<file path="src/hdl/fspi_consts.vh">
// Purpose: shared constants of the framed serial port control block
// Assumes: byte addresses on a 4-bit Avalon-MM address
// Notes:   definitions only
`ifndef FSPI_CONSTS_VH
`define FSPI_CONSTS_VH
// register byte offsets
`define FSPI_OFF_CTRL   4'h0
`define FSPI_OFF_DATA   4'h4
`define FSPI_OFF_STAT   4'h8
// control register reset value and writable bits
`define FSPI_CTRL_RST   32'h0000_0000
`define FSPI_CTRL_WMASK 32'hFF03_BFEF
// control field positions
`define FSPI_B_FRAMED   31
`define FSPI_B_SYNCDIR  30
`define FSPI_B_SYNCPOL  29
`define FSPI_B_MSAUTO   28
`define FSPI_B_SYNCPW   27
`define FSPI_B_CNT_HI   26
`define FSPI_B_CNT_LO   24
`define FSPI_B_EDGE     17
`define FSPI_B_ENH      16
`define FSPI_B_ON       15
`define FSPI_B_W32      11
`define FSPI_B_W16      10
`define FSPI_B_CKE      8
`define FSPI_B_MST      5
// status field positions
`define FSPI_S_CNT_HI   20
`define FSPI_S_CNT_LO   16
`define FSPI_S_LVL_HI   13
`define FSPI_S_LVL_LO   8
`define FSPI_S_BUSY     2
`define FSPI_S_FULL     1
`define FSPI_S_EMPTY    0
// character widths and frame count limit
`define FSPI_W8         6'h08
`define FSPI_W16        6'h10
`define FSPI_W32        6'h20
`define FSPI_CNT_MAXC   3'h5
// transmit buffer shape
`define FSPI_DATA_W     32
`define FSPI_DEPTH      32
`define FSPI_AW         5
`endif

</file>
<file path="src/hdl/fspi_control.v">
// Purpose: framed serial port control with Avalon-MM register access
// Assumes: serial clock, select and data-in come from the peer's domain
// Notes:   transmit words wait in a 32-word buffer ahead of the shifter
`timescale 1ns/1ps
`include "fspi_consts.vh"

// transmit word buffer with valid/ready on both sides
module fspi_fifo #(
	parameter W  = 32,
	parameter D  = 32,
	parameter AW = 5
) (
	// clock and reset
	input wire          core_clk,
	input wire          nrst,
	// fill side
	input wire [W-1:0]  inData,
	input wire          inValid,
	output wire         inReady,
	// drain side
	output wire [W-1:0] outData,
	output wire         outValid,
	input wire          outReady,
	// fill level
	output wire [AW:0]  level
);
	localparam [AW:0] FULLC = D;
	reg  [W-1:0]  mem [0:D-1];
	reg  [AW-1:0] wrPtr_q;
	reg  [AW-1:0] rdPtr_q;
	reg  [AW:0]   count_q;
	wire          doPush;
	wire          doPop;

	// handshakes and flags
	assign inReady  = (count_q != FULLC);
	assign outValid = (count_q != {(AW+1){1'b0}});
	assign doPush   = inValid & inReady;
	assign doPop    = outValid & outReady;
	assign outData  = mem[rdPtr_q];
	assign level    = count_q;

	// storage array
	always @(posedge core_clk) begin
		if (doPush) begin
			mem[wrPtr_q] <= inData;
		end
	end

	// pointers and count
	always @(posedge core_clk or negedge nrst) begin
		if (!nrst) begin
			wrPtr_q <= {AW{1'b0}};
			rdPtr_q <= {AW{1'b0}};
			count_q <= {(AW+1){1'b0}};
		end else begin
			if (doPush) begin
				wrPtr_q <= wrPtr_q + 1'b1;
			end
			if (doPop) begin
				rdPtr_q <= rdPtr_q + 1'b1;
			end
			if (doPush & ~doPop) begin
				count_q <= count_q + 1'b1;
			end else if (doPop & ~doPush) begin
				count_q <= count_q - 1'b1;
			end
		end
	end
endmodule

// control register, frame sync generation and character shifter
module fspi_control (
	// clock and reset
	input wire         core_clk,
	input wire         nrst,
	// avalon-mm slave
	input wire [3:0]   avsAddress,
	input wire         avsRead,
	input wire         avsWrite,
	input wire [31:0]  avsWriteData,
	input wire [3:0]   avsByteEnable,
	output wire        avsWaitRequest,
	output wire [31:0] avsReadData,
	// serial link
	input wire         serialClk,
	input wire         serialDataIn,
	output wire        serialDataOut,
	// slave select / frame sync pin
	input wire         slaveSelectPinIn,
	output wire        slaveSelectPinOut,
	output wire        slaveSelectPinOe
);
	localparam [2:0] ST_IDLE  = 3'b001;
	localparam [2:0] ST_LEAD  = 3'b010;
	localparam [2:0] ST_SHIFT = 3'b100;

	reg  [31:0] ctrl_q;
	reg  [31:0] ctrl_d;
	reg  [31:0] rdData_q;
	reg         rdAck_q;
	reg  [31:0] readMux;
	reg  [2:0]  state_q;
	reg  [31:0] txSh_q;
	reg  [31:0] rxSh_q;
	reg  [31:0] rxData_q;
	reg  [5:0]  bitCnt_q;
	reg  [4:0]  charCnt_q;
	reg         syncAct_q;
	reg         run_q;
	reg         sckS1_q, sckS2_q, sckPrev_q;
	reg         sdiS1_q, sdiS2_q;
	reg         ssS1_q, ssS2_q;
	reg  [31:0] aligned;
	wire [31:0] beMask;
	wire        ctrlWr, dataWr, fillValid, fillReady, bufReady;
	wire [31:0] fifoData;
	wire        fifoValid, popNow, startOk;
	wire [5:0]  fifoLevel;
	wire        framed, syncDirIn, syncPol, msAuto, pwChar, edgeSel;
	wire        enhanced_buffer_enable, portOn, master, cke, launchOnFall;
	wire        sckRise, sckFall, launchEdge, sampleEdge, syncInAct;
	wire [2:0]  cntCode;
	wire [5:0]  charLim6;
	wire [5:0]  width;
	wire        runRise;

	// control field views
	assign framed    = ctrl_q[`FSPI_B_FRAMED];
	assign syncDirIn = ctrl_q[`FSPI_B_SYNCDIR];
	assign syncPol   = ctrl_q[`FSPI_B_SYNCPOL];
	assign msAuto    = ctrl_q[`FSPI_B_MSAUTO];
	assign pwChar    = ctrl_q[`FSPI_B_SYNCPW];
	assign edgeSel   = ctrl_q[`FSPI_B_EDGE];
	assign enhanced_buffer_enable    = ctrl_q[`FSPI_B_ENH];
	assign portOn    = ctrl_q[`FSPI_B_ON];
	assign master    = ctrl_q[`FSPI_B_MST];
	assign cke       = ctrl_q[`FSPI_B_CKE];
	assign width     = ctrl_q[`FSPI_B_W32] ? `FSPI_W32 :
		(ctrl_q[`FSPI_B_W16] ? `FSPI_W16 : `FSPI_W8);

	// frame count, reserved codes held at the largest count
	assign cntCode  = (ctrl_q[`FSPI_B_CNT_HI:`FSPI_B_CNT_LO] > `FSPI_CNT_MAXC)
		? `FSPI_CNT_MAXC : ctrl_q[`FSPI_B_CNT_HI:`FSPI_B_CNT_LO];
	assign charLim6 = (6'h01 << cntCode) - 6'h01;

	// bus decode with byte lanes
	assign beMask = {{8{avsByteEnable[3]}}, {8{avsByteEnable[2]}},
		{8{avsByteEnable[1]}}, {8{avsByteEnable[0]}}};
	assign ctrlWr    = avsWrite & (avsAddress == `FSPI_OFF_CTRL);
	assign dataWr    = avsWrite & (avsAddress == `FSPI_OFF_DATA);
	assign bufReady  = fillReady & (enhanced_buffer_enable | (fifoLevel == 6'h00));
	assign fillValid = dataWr & bufReady;
	// reads wait one cycle; data writes stall while the buffer is full, or while it holds a word with the enhanced buffer off
	assign avsWaitRequest = (avsRead & ~rdAck_q) | (dataWr & ~bufReady);
	assign avsReadData    = rdData_q;

	// next control value
	always @* begin
		ctrl_d = ctrl_q;
		if (ctrlWr) begin
			ctrl_d = ((ctrl_q & ~beMask) | (avsWriteData & beMask))
				& `FSPI_CTRL_WMASK;
			if (portOn) begin
				ctrl_d[`FSPI_B_ENH] = ctrl_q[`FSPI_B_ENH];
			end
		end
	end

	// read data source
	always @* begin
		readMux = 32'h0000_0000;
		case (avsAddress)
			`FSPI_OFF_CTRL: readMux = ctrl_q;
			`FSPI_OFF_DATA: readMux = rxData_q;
			`FSPI_OFF_STAT: begin
				readMux[`FSPI_S_CNT_HI:`FSPI_S_CNT_LO] = charCnt_q;
				readMux[`FSPI_S_LVL_HI:`FSPI_S_LVL_LO] = fifoLevel;
				readMux[`FSPI_S_BUSY]  = (state_q != ST_IDLE);
				readMux[`FSPI_S_FULL]  = ~fillReady;
				readMux[`FSPI_S_EMPTY] = ~fifoValid;
			end
			default: readMux = 32'h0000_0000;
		endcase
	end

	// registers and read answer
	always @(posedge core_clk or negedge nrst) begin
		if (!nrst) begin
			ctrl_q   <= `FSPI_CTRL_RST;
			rdData_q <= 32'h0000_0000;
			rdAck_q  <= 1'b0;
		end else begin
			ctrl_q  <= ctrl_d;
			rdAck_q <= avsRead & ~rdAck_q;
			if (avsRead & ~rdAck_q) begin
				rdData_q <= readMux;
			end
		end
	end

	// two-stage synchronisers for pins from the peer
	always @(posedge core_clk or negedge nrst) begin
		if (!nrst) begin
			sckS1_q   <= 1'b0;
			sckS2_q   <= 1'b0;
			sckPrev_q <= 1'b0;
			sdiS1_q   <= 1'b0;
			sdiS2_q   <= 1'b0;
			ssS1_q    <= 1'b0;
			ssS2_q    <= 1'b0;
		end else begin
			sckS1_q   <= serialClk;
			sckS2_q   <= sckS1_q;
			sckPrev_q <= sckS2_q;
			sdiS1_q   <= serialDataIn;
			sdiS2_q   <= sdiS1_q;
			ssS1_q    <= slaveSelectPinIn;
			ssS2_q    <= ssS1_q;
		end
	end

	// link clock edges; framing forces the fixed edge pairing
	assign sckRise      = sckS2_q & ~sckPrev_q;
	assign sckFall      = ~sckS2_q & sckPrev_q;
	assign launchOnFall = framed | cke;
	assign launchEdge   = launchOnFall ? sckFall : sckRise;
	assign sampleEdge   = launchOnFall ? sckRise : sckFall;
	assign syncInAct    = (ssS2_q == syncPol);

	// start of a character
	assign startOk = portOn & fifoValid &
		(~(framed & syncDirIn) | syncInAct);
	assign popNow  = (state_q == ST_IDLE) & startOk;
	assign runRise = framed & portOn & ~run_q;

	// transmit word placed at the top of the shifter
	always @* begin
		aligned = {fifoData[7:0], 24'h00_0000};
		if (width == `FSPI_W32) begin
			aligned = fifoData;
		end else if (width == `FSPI_W16) begin
			aligned = {fifoData[15:0], 16'h0000};
		end
	end

	// character shifter and frame sync sequencing
	always @(posedge core_clk or negedge nrst) begin
		if (!nrst) begin
			state_q   <= ST_IDLE;
			txSh_q    <= 32'h0000_0000;
			rxSh_q    <= 32'h0000_0000;
			rxData_q  <= 32'h0000_0000;
			bitCnt_q  <= 6'h00;
			charCnt_q <= 5'h00;
			syncAct_q <= 1'b0;
			run_q     <= 1'b0;
		end else begin
			run_q <= framed & portOn;
			case (state_q)
				ST_IDLE: begin
					if (startOk) begin
						txSh_q   <= aligned;
						rxSh_q   <= 32'h0000_0000;
						bitCnt_q <= 6'h00;
						if (framed & ~syncDirIn) begin
							syncAct_q <= (charCnt_q == 5'h00);
						end else begin
							syncAct_q <= ~framed & master & msAuto;
						end
						if (framed & ~syncDirIn & ~edgeSel &
							(charCnt_q == 5'h00)) begin
							state_q <= ST_LEAD;
						end else begin
							state_q <= ST_SHIFT;
						end
					end
				end
				ST_LEAD: begin
					if (launchEdge) begin
						if (~pwChar) begin
							syncAct_q <= 1'b0;
						end
						state_q <= ST_SHIFT;
					end
				end
				ST_SHIFT: begin
					if (sampleEdge) begin
						rxSh_q   <= {rxSh_q[30:0], sdiS2_q};
						bitCnt_q <= bitCnt_q + 6'h01;
					end else if (launchEdge && bitCnt_q != 6'h00) begin
						if (bitCnt_q == width) begin
							rxData_q  <= rxSh_q;
							syncAct_q <= 1'b0;
							state_q   <= ST_IDLE;
							if (framed) begin
								// a count left above a newly smaller limit wraps
								charCnt_q <= (charCnt_q >= charLim6[4:0])
									? 5'h00 : charCnt_q + 5'h01;
							end
						end else begin
							txSh_q <= {txSh_q[30:0], 1'b0};
							if (framed & ~pwChar) begin
								syncAct_q <= 1'b0;
							end
						end
					end
				end
				default: state_q <= ST_IDLE;
			endcase
			if (runRise) begin
				charCnt_q <= 5'h00;
			end
		end
	end

	// pin drive: sync or auto select, polarity from the sync bit
	assign serialDataOut     = txSh_q[31];
	assign slaveSelectPinOut = syncAct_q ? syncPol : ~syncPol;
	assign slaveSelectPinOe  = portOn & ((framed & ~syncDirIn) |
		(~framed & master & msAuto));

	// transmit buffer
	fspi_fifo #(
		.W  (`FSPI_DATA_W),
		.D  (`FSPI_DEPTH),
		.AW (`FSPI_AW)
	) u_txbuf (
		.core_clk (core_clk),
		.nrst     (nrst),
		.inData   (avsWriteData),
		.inValid  (fillValid),
		.inReady  (fillReady),
		.outData  (fifoData),
		.outValid (fifoValid),
		.outReady (popNow),
		.level    (fifoLevel)
	);
endmodule

</file>
<file path="config.mk">
export PLATFORM = sky130hd
export DESIGN_NAME = fspi_control
export DESIGN_NICKNAME = d
export VERILOG_FILES = /design/src/hdl/fspi_control.v
export VERILOG_INCLUDE_DIRS = /design/src /design/src/hdl
export SDC_FILE = /design/constraint.sdc
export NUM_CORES = 1
export LEC_CHECK = 0
export ABC_AREA = 1
export BUFFER_PORTS_ARGS = -buffer_cell sky130_fd_sc_hd__buf_2
export CAP_MARGIN = 20
export CORE_MARGIN = 2
export CORE_UTILIZATION = 25
export DETAILED_ROUTE_END_ITERATION = 7
export GPL_ROUTABILITY_DRIVEN = 0
export GPL_TIMING_DRIVEN = 0
export PLACE_DENSITY_LB_ADDON = 0.25
export SETUP_SLACK_MARGIN = 0.1
export SLEW_MARGIN = 40
export SYNTH_ARGS = -nofsm -noshare
export SYNTH_HDL_FRONTEND = slang
export SYNTH_HIERARCHICAL = 1
export SYNTH_SLANG_ARGS = --single-unit
export TNS_END_PERCENT = 100
</file>
<file path="constraint.sdc">
create_clock -name core_clk -period 5.8 [get_ports core_clk]
set_input_delay 0.87 -clock core_clk [delete_from_list [all_inputs] [get_ports core_clk]]
set_output_delay 0.87 -clock core_clk [all_outputs]
set_load 0.005 [all_outputs]
</file>
==> After elaboration in Yosys (flattened, before gate mapping) <==
Memory sizes are Yosys's and may differ from the RTL's.
Cells that the tools add are included.
W data, S select, Z words.
{ "totals": {"ramBits": 1024, "inputBits": 47, "output_inout_bits": 36, "rom_bits": 0, "reg_bits": 192, "latchBits": 0, "elab_cells": 177, "n_memories": 1} }
{ "op_classes": {"n_lt_le_gt_ge": 2, "n_eq_ne": 21, "div_mod_pow": 0, "muxes": 52, "reduce_logical": 20, "mul": 0, "n_shift": 1, "n_bitwise": 51, "addsub": 7} }
{ "mem_list": {"columns": ["name", "words", "word_bits", "rd", "rd_ports_with_merged_regs", "wr", "line", "source"], "rows": [
  ["u_txbuf.mem", 32, 32, 1, 0, 1, "fspi_control.v:28", "reg [W-1:0] mem [0:D-1];"]
]} }
{ "op_table": {"columns": ["op", "n"], "rows": [
  ["$mux W32", 8],
  ["$pmux W32 S2", 2],
  ["$and A32 B32 Y32", 2],
  ["$mux W5", 8],
  ["$not A32 Y32", 1],
  ["$or A32 B32 Y32", 1],
  ["$mux W6", 5],
  ["$and A1 B1 Y1", 25],
  ["$pmux W11 S2", 1],
  ["$mux W3", 7],
  ["$pmux W3 S3", 2],
  ["$pmux W6 S3", 1],
  ["$not A1 Y1", 17],
  ["$ne A2 B2 Y1 const B", 8],
  ["$add A5 B1 Y5 const B", 3],
  ["$pmux W5 S3", 1],
  ["$reduce_and A5 Y1", 3],
  ["$mux W1", 13],
  ["$add A6 B1 Y6 const B", 2],
  ["$pmux W6 S2", 1],
  ["$reduce_bool A2 Y1", 6],
  ["$reduce_bool A6 Y1", 2],
  ["$pmux W5 S2", 1],
  ["$reduce_and A7 Y1", 1],
  ["other kinds (29)", 33]
]} }

==> Depth between registers and ports, before layout <==
Gate-level depths: netlist (run 1).
{ "depth": {"depth_word": 12, "depth_mapped": 20, "depth_no_buf": 20} }

==> Cells and area by module <==
Netlist (run 1), hierarchy kept.
{ "by_module_without_submodules": {"columns": ["mod", "n_inst", "area_each_um2", "cells_each", "seq_area_each_um2"], "rows": [
  ["fspi_fifo", 1, 44073.5, 4092, 31149.9],
  ["fspi_control", 1, 8165.3, 937, 4405.5]
]} }

==> Worst setup path after synthesis (run 1) <==
OpenSTA, ideal clock, no wires.
{ "synth_path": {"kind": "input-to-reg", "startpoint": "in avsAddress[1]", "endpoint": "mem u_txbuf.mem[0][0] (enable)", "stages": 8, "path_buffers": 1, "required_time_ns": 5.339, "setup_time_ns": 0.461, "arrival_time_ns": 3.967, "path_slack_ns": 1.372, "cell_sequence": "nor2_1 > nand3_1 > inv_1 > nand2_1 > nor2b_1 > nand2_1 > buf_2 > nor3_1"} }
{ "synth_between": {"elab_chain_len": 6} }
{ "synth_lines": {"columns": ["item", "line", "source"], "rows": [
  ["start: declaration", "fspi_control.v:78", "input wire [3:0] avsAddress,"],
  ["$eq A4 B3 Y1", null, null],
  ["$and A1 B1 Y1", "fspi_control.v:151", "assign dataWr = avsWrite & (avsAddress == `FSPI_OFF_DATA);"],
  ["$and A1 B1 Y1", "fspi_control.v:153", "assign fillValid = dataWr & bufReady;"],
  ["net fillValid", "fspi_control.v:116", "wire ctrlWr, dataWr, fillValid, fillReady, bufReady;"],
  ["$and A1 B1 Y1", "fspi_control.v:38", "assign doPush = inValid & inReady;"],
  ["$mux W1", "fspi_control.v:45", "if (doPush) begin"],
  ["$mux W1 (implied by the code)", "fspi_control.v:46", "mem[wrPtr_q] <= inData;"],
  ["end: declaration", "fspi_control.v:28", null]
]} }
The timed path passes the listed nets, and every way through them passes these cells.

==> Final worst setup path (run 1) <==
{ "layout_path": {"startpoint": "reg u_txbuf.count_q[0], in the netlist u_txbuf/level[0]", "endpoint": "mem u_txbuf.mem[6][20] (enable)"} }
{ "layout_between": {"word_cells_on_any_way": 8, "cone_classes": "eq/ne (1); mux (2); bitwise (4); reduce/logical (1)"} }
{ "layout_rtl": {"columns": ["item", "line", "source"], "rows": [
  ["start: declaration", "fspi_control.v:31", "reg [AW:0] count_q;"],
  ["start signal: assignment", "fspi_control.v:55", "count_q <= {(AW+1){1'b0}};"],
  ["start signal: assignment", "fspi_control.v:64", "count_q <= count_q + 1'b1;"],
  ["start signal: assignment", "fspi_control.v:66", "count_q <= count_q - 1'b1;"],
  ["$ne A6 B6 Y1", "fspi_control.v:36", "assign inReady = (count_q != FULLC);"],
  ["net fillReady", "fspi_control.v:116", null],
  ["$and A1 B1 Y1", "fspi_control.v:152", "assign bufReady = fillReady & (enhanced_buffer_enable | (fifoLevel == 6'h00));"],
  ["$and A1 B1 Y1", "fspi_control.v:153", null],
  ["net fillValid", "fspi_control.v:116", null],
  ["$and A1 B1 Y1", "fspi_control.v:38", null],
  ["$mux W1", "fspi_control.v:45", null],
  ["$mux W1 (implied by the code)", "fspi_control.v:46", null]
]} }
The timed path passes the listed nets, and every way through them passes these cells.

==> results.py, run 1 <==
metrics = {
    "setup_path": {
        "critical_path_class": "flip-flop to flip-flop",
        "crit_top_cell": "buf_4",
        "reg2reg_to": "u_txbuf/mem[6][20]",
        "r2r-start": "u_txbuf/level[0]",
        "start_kind": "flip-flop",
        "crit_start": "u_txbuf/level[0]",
        "cp_max_fo": 10,
        "critPathArrivalTime_ps": 4610,
        "crit_path_max_incr_delay_ps": 450,
        "cp_top_family": "buffers and inverters",
        "regToRegSetupSlack_ps": 1680,
        "worstSetupEndpointType": "flip-flop",
        "crit_buf_inv": 9,
        "crit_end": "u_txbuf/mem[6][20]",
        "path_cells": "inv_1 -> nand3_1 -> inv_1 -> nand3b_1 -> a21boi_0 -> nor2b_1 -> nand2_1 -> buf_2 -> nor3_2 -> buf_2 -> buf_2 -> buf_4 -> buf_4 -> buf_4 -> buf_4",
        "crit_required_ps": 6290,
        "crit_slowest_cell": "nand2_1",
        "cp.depth": 15,
        "rr_worst_depth": 15,
    },
    "synth": {
        "ys_ff_latch": 1216,
        "synth_nets": 5097,
        "synth_top_area_frac": 0.589,
        "synthSimpleGateAreaFrac": 0.203,
        "syn-cell-area_um2": 52200,
        "synth_top_family_by_area": "simple AND/OR/NAND/NOR gates",
        "ys_seq_area_frac": 0.681,
        "yosys.area_share.adder": 0.00517,
        "synth.most_common_cell": "nand2_1",
        "yosys_most_used_dff": "edfxtp_1",
        "postSynthAreaPerCell_um2": 10.4,
        "ys_top_cells_by_area": "edfxtp_1 (59%), nand2_1 (12%), dfrtp_1 (9.1%), nand3_1 (6.4%), inv_1 (4.5%)",
        "ys_types": 47,
        "synth_edf_count": 1024,
        "synth_cells": 5029,
        "synth_mux_area_frac": 0.00434,
        "synth_compound_area_frac": 0.0331,
        "synth-xor-area-share": 0.00268,
        "synth_warnings": 6,
        "synth_area_leader_cell": "edfxtp_1",
        "synth_common_cells": "nand2_1 (1686), edfxtp_1 (1024), nand3_1 (672)",
        "async_flop_share": 0.158,
    },
    "clocking": {
        "clkLatencyLatePin_ps": 780,
        "numCtsBuffers": 135,
        "hold_buffers": 0,
        "clock_sinks": 1216,
        "post_cts_buffers": 0,
        "clkTransAtPathRegs_ps": 60,
        "clockBufferDepth": 3,
        "cts_tree": "built",
        "ctsResizeCount": 0,
        "cts-htree-levels": 4,
        "root_buffer": "clkbuf_16",
    },
    "floorplanning": {
        "ios": 83,
        "start_util": 0.252,
        "die_w_um": 461,
        "dieHeight_um": 461,
        "coreArea_um2": 207000,
        "dieArea_um2": 213000,
        "num_rows": 167,
    },
    "route": {
        "drt_iter0_drc": 3186,
        "vias_per_cell": 4.39,
        "dr.pass1.iters": 5,
        "wirelength_mm": 170,
        "ant_nets": 0,
        "wire_per_inst_um": 20.4,
        "drc": 0,
        "vias": 36585,
    },
    "timing": {
        "hold_ws_ps": 43.8,
        "finalHoldViolations": 0,
        "slew_violations": 0,
        "period_minus_slack_ps": 4120,
        "skew_ps": 31.9,
        "setup_viol": 0,
        "fin_crit_sh": 0.711,
        "slew_headroom": 0.425,
        "tightest_slew_ps": 862,
        "grt_setup_unrepaired": "false",
        "max_freq_mhz": 243,
    },
    "global_routing": {
        "grt_start_max_net_pins": 66,
        "first_global_vias": 35472,
        "busiest_layer": "met2",
        "antenna_found_initial": 25,
        "grt_usage": 0.159,
        "grt_use_met3": 0.0267,
        "grt-ovfl-total": 0,
        "grt_pass1_wl_mm": 245,
        "grt_use_met1": 0.208,
        "met2_usage": 0.266,
    },
    "placement": {
        "placed_cell_area_um2": 57600,
        "dpl.hpwl_mm": 119,
        "io_buffers": 82,
    },
    "layout": {
        "layout-drive-gt1-share": 0.125,
        "nets": 5492,
        "stdcell_area_um2": 61700,
        "syn2layout_area_growth_pct": 18.2,
        "utilization": 0.298,
    },
    "job": {
        "cap_violations": 0,
    },
    "power_and_ir_drop": {
        "irDropWorstVdd_v": 0.000323,
        "power.leakage_nw": 25.6,
        "p_per_area_nw_per_um2": 449,
    },
    "run_status": {
        "status": "finished, final reports clean",
    },
    "worst_hold_path": {
        "hold_path.class": "input port to asynchronous set/reset pin",
    },
}
## logic make-up after synthesis
family                   count (synthesis)
AO/OA/AOI/OAI                          310
XOR/XNOR                                16
adder cells (fa/ha/maj)                 21
buffers and inverters                  896
flip-flops                            1216
multiplexers                            21
AND/OR/NAND/NOR                       2549
## state kept, by name (all words and copies together) (netlist names), 3 cells and up, named ones only
name,flops
u_txbuf/wrPtr_q,5
rxData_q,32
charCnt_q,5
u_txbuf/mem,1024
avsReadData,32
state_q,3
txSh_q,32
rxSh_q,32
bitCnt_q,6
u_txbuf/level,6
u_txbuf/rdPtr_q,5
## report_power, final
part | internal (mW) | switching [mW] | total [mW]
registers | 9.76 | 0.208 | 9.97
clock network | 4.51 | 3.60 | 8.10
logic | 2.51 | 7.12 | 9.64
total | 16.8 | 10.9 | 27.7
## per-layer routing
layer  part of all wire  routed length, um
met1               0.43              73000
met2               0.48              81900
met3              0.059              10000
met4              0.029               5010
met5            0.00027                 46
## through the flow
step                setup TNS, ps  instances  setup slack [ps]  power (mW)
floorplan                       0       5029              1370        15.7
global placement         -1370560       7899             -1710        19.7
detailed placement              0       8075              1300        19.7
CTS                             0       8315              1640        27.9
global route                    0       8318              1330        29.1
finish                          0       8325              1680        27.7
## worst min path at each step
stage                        from         endpoint  cells past startpoint
after floorplan           sckS1_q          sckS2_q                      0
after global placement    sdiS1_q          sdiS2_q                      0
after detailed placement  sdiS1_q          sdiS2_q                      0
after CTS                    nrst  avsReadData[20]                      1
after global routing         nrst  avsReadData[21]                      1
final                        nrst  avsReadData[20]                      1
## layout make-up
cell class | instances | area (um^2)
multi-input cells | 2917 | 13100
well taps | 2788 | 3490
plain buffers | 261 | 1340
diodes | 10 | 25.0
inverters | 635 | 2390
clock buffers | 182 | 3660
fillers | 21480 | 146000
flip-flops and latches | 1216 | 35600
repair buffers | 258 | 1710
clock inverters | 58 | 445
## layout by cell type, fill, tap and decap left out, types with 102 or more instances in the layout
master and n:
nand3_1 672, inv_1 623, a21oi_1 102, buf_2 252
dfrtp_1 191, nor2_1 128, edfxtp_1 1024, nand2_1 1686
clkbuf_1 105, clkbuf_16 137, buf_4 164
Power figures use the tool's default switching activity.
==> run 2, diff against run 1 <==
==> constraint.sdc (replaced) <==
create_clock -name core_clk -period 3.45 [get_ports core_clk]
set_input_delay 0.5175 -clock core_clk [delete_from_list [all_inputs] [get_ports core_clk]]
set_output_delay 0.5175 -clock core_clk [all_outputs]
set_load 0.005 [all_outputs]
==> results.py, run 2 (synthesis results as in run 1) <==
metrics = {
    "clocking": {
        "cts-htree-levels": 4,
        "numCtsBuffers": 135,
        "clock_sinks": 1216,
        "root_buffer": "clkbuf_16",
        "cts_tree": "built",
        "clkTransAtPathRegs_ps": 60,
        "clkLatencyLatePin_ps": 790,
        "clockBufferDepth": 3,
    },
    "setup_path": {
        "crit_slowest_cell": "clkinv_1",
        "critPathArrivalTime_ps": 4030,
        "critical_path_class": "flip-flop to flip-flop",
        "crit_path_max_incr_delay_ps": 560,
        "crit_top_cell": "nand2_1",
        "worstSetupEndpointType": "flip-flop",
        "cp_max_fo": 10,
        "path_cells": "clkbuf_1 -> clkinv_1 -> clkbuf_1 -> nand2_1 -> nor2_2 -> nand2_1 -> nand2_1 -> inv_1 -> inv_1 -> o21ai_0 -> mux2i_1 -> o21ai_1",
        "start_kind": "flip-flop",
        "cp_top_family": "buffers and inverters",
        "crit_required_ps": 4140,
        "crit_buf_inv": 5,
    },
    "floorplanning": {
        "dieHeight_um": 461,
        "ios": 83,
        "start_util": 0.252,
        "coreArea_um2": 207000,
        "die_w_um": 461,
        "num_rows": 167,
        "dieArea_um2": 213000,
    },
    "timing": {
        "finalHoldViolations": 0,
        "tightest_slew_ps": 921,
        "slew_violations": 0,
        "fin_crit_sh": 0.966,
        "setup_viol": 0,
        "slew_headroom": 0.386,
        "skew_ps": 32.5,
        "max_freq_mhz": 300,
        "grt_setup_unrepaired": "false",
        "period_minus_slack_ps": 3330,
    },
    "route": {
        "vias": 36690,
        "dr.pass1.iters": 5,
        "wire_per_inst_um": 20.4,
        "drc": 0,
        "vias_per_cell": 4.39,
        "ant_nets": 0,
        "wirelength_mm": 171,
        "drt_iter0_drc": 3374,
    },
    "power_and_ir_drop": {
        "power.leakage_nw": 25.9,
        "p_per_area_nw_per_um2": 751,
        "irDropWorstVdd_v": 0.000543,
    },
    "layout": {
        "layout-drive-gt1-share": 0.133,
        "largest_reg_flops": 1024,
        "final_common_cell": "nand2_1",
        "nets": 5521,
        "regMostFlops": "u_txbuf/mem",
        "stdcell_area_um2": 62200,
        "final_cell_mix": "nand2_1 (1684), edfxtp_1 (1024), nand3_1 (672)",
        "syn2layout_area_growth_pct": 19.0,
        "seqCellArea_um2": 35600,
        "final-instance-count-excl-fill": 8352,
        "multi_input_area_um2": 13200,
        "num-fill-cells": 21459,
    },
    "global_routing": {
        "grt_start_max_net_pins": 66,
        "grt_usage": 0.159,
        "grt_pass1_wl_mm": 245,
        "first_global_vias": 35488,
        "grt-ovfl-total": 0,
        "antenna_found_initial": 25,
    },
    "placement": {
        "io_buffers": 82,
        "dp_cells": 8075,
        "dpl.hpwl_mm": 119,
        "placed_cell_area_um2": 57600,
    },
    "job": {
        "cap_violations": 0,
    },
    "worst_hold_path": {
        "hold_path.class": "input port to flip-flop",
    },
    "run_status": {
        "status": "finished, final reports clean",
    },
}
==> run 2: cell types whose count changed in the layout (fill, tap and decap cells not counted), sizes merged <==
cell         delta
buf            +13
clkbuf         +12
inv             -1
dlygate4sd3     +4
clkinvlp        +1
diode           -2
==> run 2: repair_timing <==
action | CTS | global route
setup endpoints to repair | 672 | 250
gates cloned | 0 | 0
pin swaps | 2 | 8
buffers inserted | 2 | 26
endpoints found under the hold margin | 65 | 0
resized for setup | 25 | 43
hold buffers | 4 | 0
==> run 2: area by class of cell <==
| cell class | instances | area share |
|---|---|---|
| clock buffer | 182 | 0.0588 |
| tap | 2788 | 0.0561 |
| inverter | 635 | 0.0385 |
| antenna | 8 | 0.000322 |
| timing repair buffer | 287 | 0.0322 |
| clock inverter | 58 | 0.00716 |
| multi-input combinational | 2917 | 0.213 |
| buffer | 261 | 0.0222 |
| sequential | 1216 | 0.572 |
==> run 2: where the power goes <==
group          leakage, nW  internal (mW)  total [mW]  switching [mW]
clock                 2.00           7.58        13.6            6.07
sequential            11.7           16.4        16.8           0.355
combinational         12.2           4.27        16.3            12.0
==> run 2: layer usage <==
layer | wire, um | part of all wire | GRT usage
met1 | 73500 | 0.43 | 0.208
met2 | 82300 | 0.48 | 0.267
met3 | 10000 | 0.059 | 0.0273
met4 | 4690 | 0.027 | 0.0492
met5 | 46 | 0.00027 | 0
==> run 2: worst paths after layout <==
path,depth (start not counted),end,from,slack [ps]
min reg2reg,0,sdiS2_q,sdiS1_q,350
max,12,txSh_q[20],u_txbuf/rdPtr_q[4],120
min in group asynchronous,2,avsReadData[20],nrst,290
max in group asynchronous,3,state_q[0],nrst,2350
min,3,flip-flop,avsByteEnable[2],130
max reg2reg,12,txSh_q[20],u_txbuf/rdPtr_q[4],120
==> run 2: worst reg2reg max path, delay by kind of cell (launching register included) <==
family	cells	cell delay [ps]
and+or+nand+nor	4	590
buffers and inverters	5	1560
AOI/OAI and AO/OA	2	610
DFF	1	330
muxes	1	140
==> run 2: through the flow <==
stage | setup slack, ps | util | hold slack, ps | setup TNS (ps) | total power, mW
after floorplan | -626 | - | 222 | -629440 | 26.4
after global placement | -3710 | 0.271 | 337 | -3729700 | 33.0
after detailed placement | -697 | 0.278 | 343 | -127590 | 33.1
after CTS | 9.26 | 0.298 | 83.0 | 0 | 46.9
after global routing | 83.7 | 0.300 | 118 | 0 | 49.0
final | 116 | 0.300 | 135 | 0 | 46.7
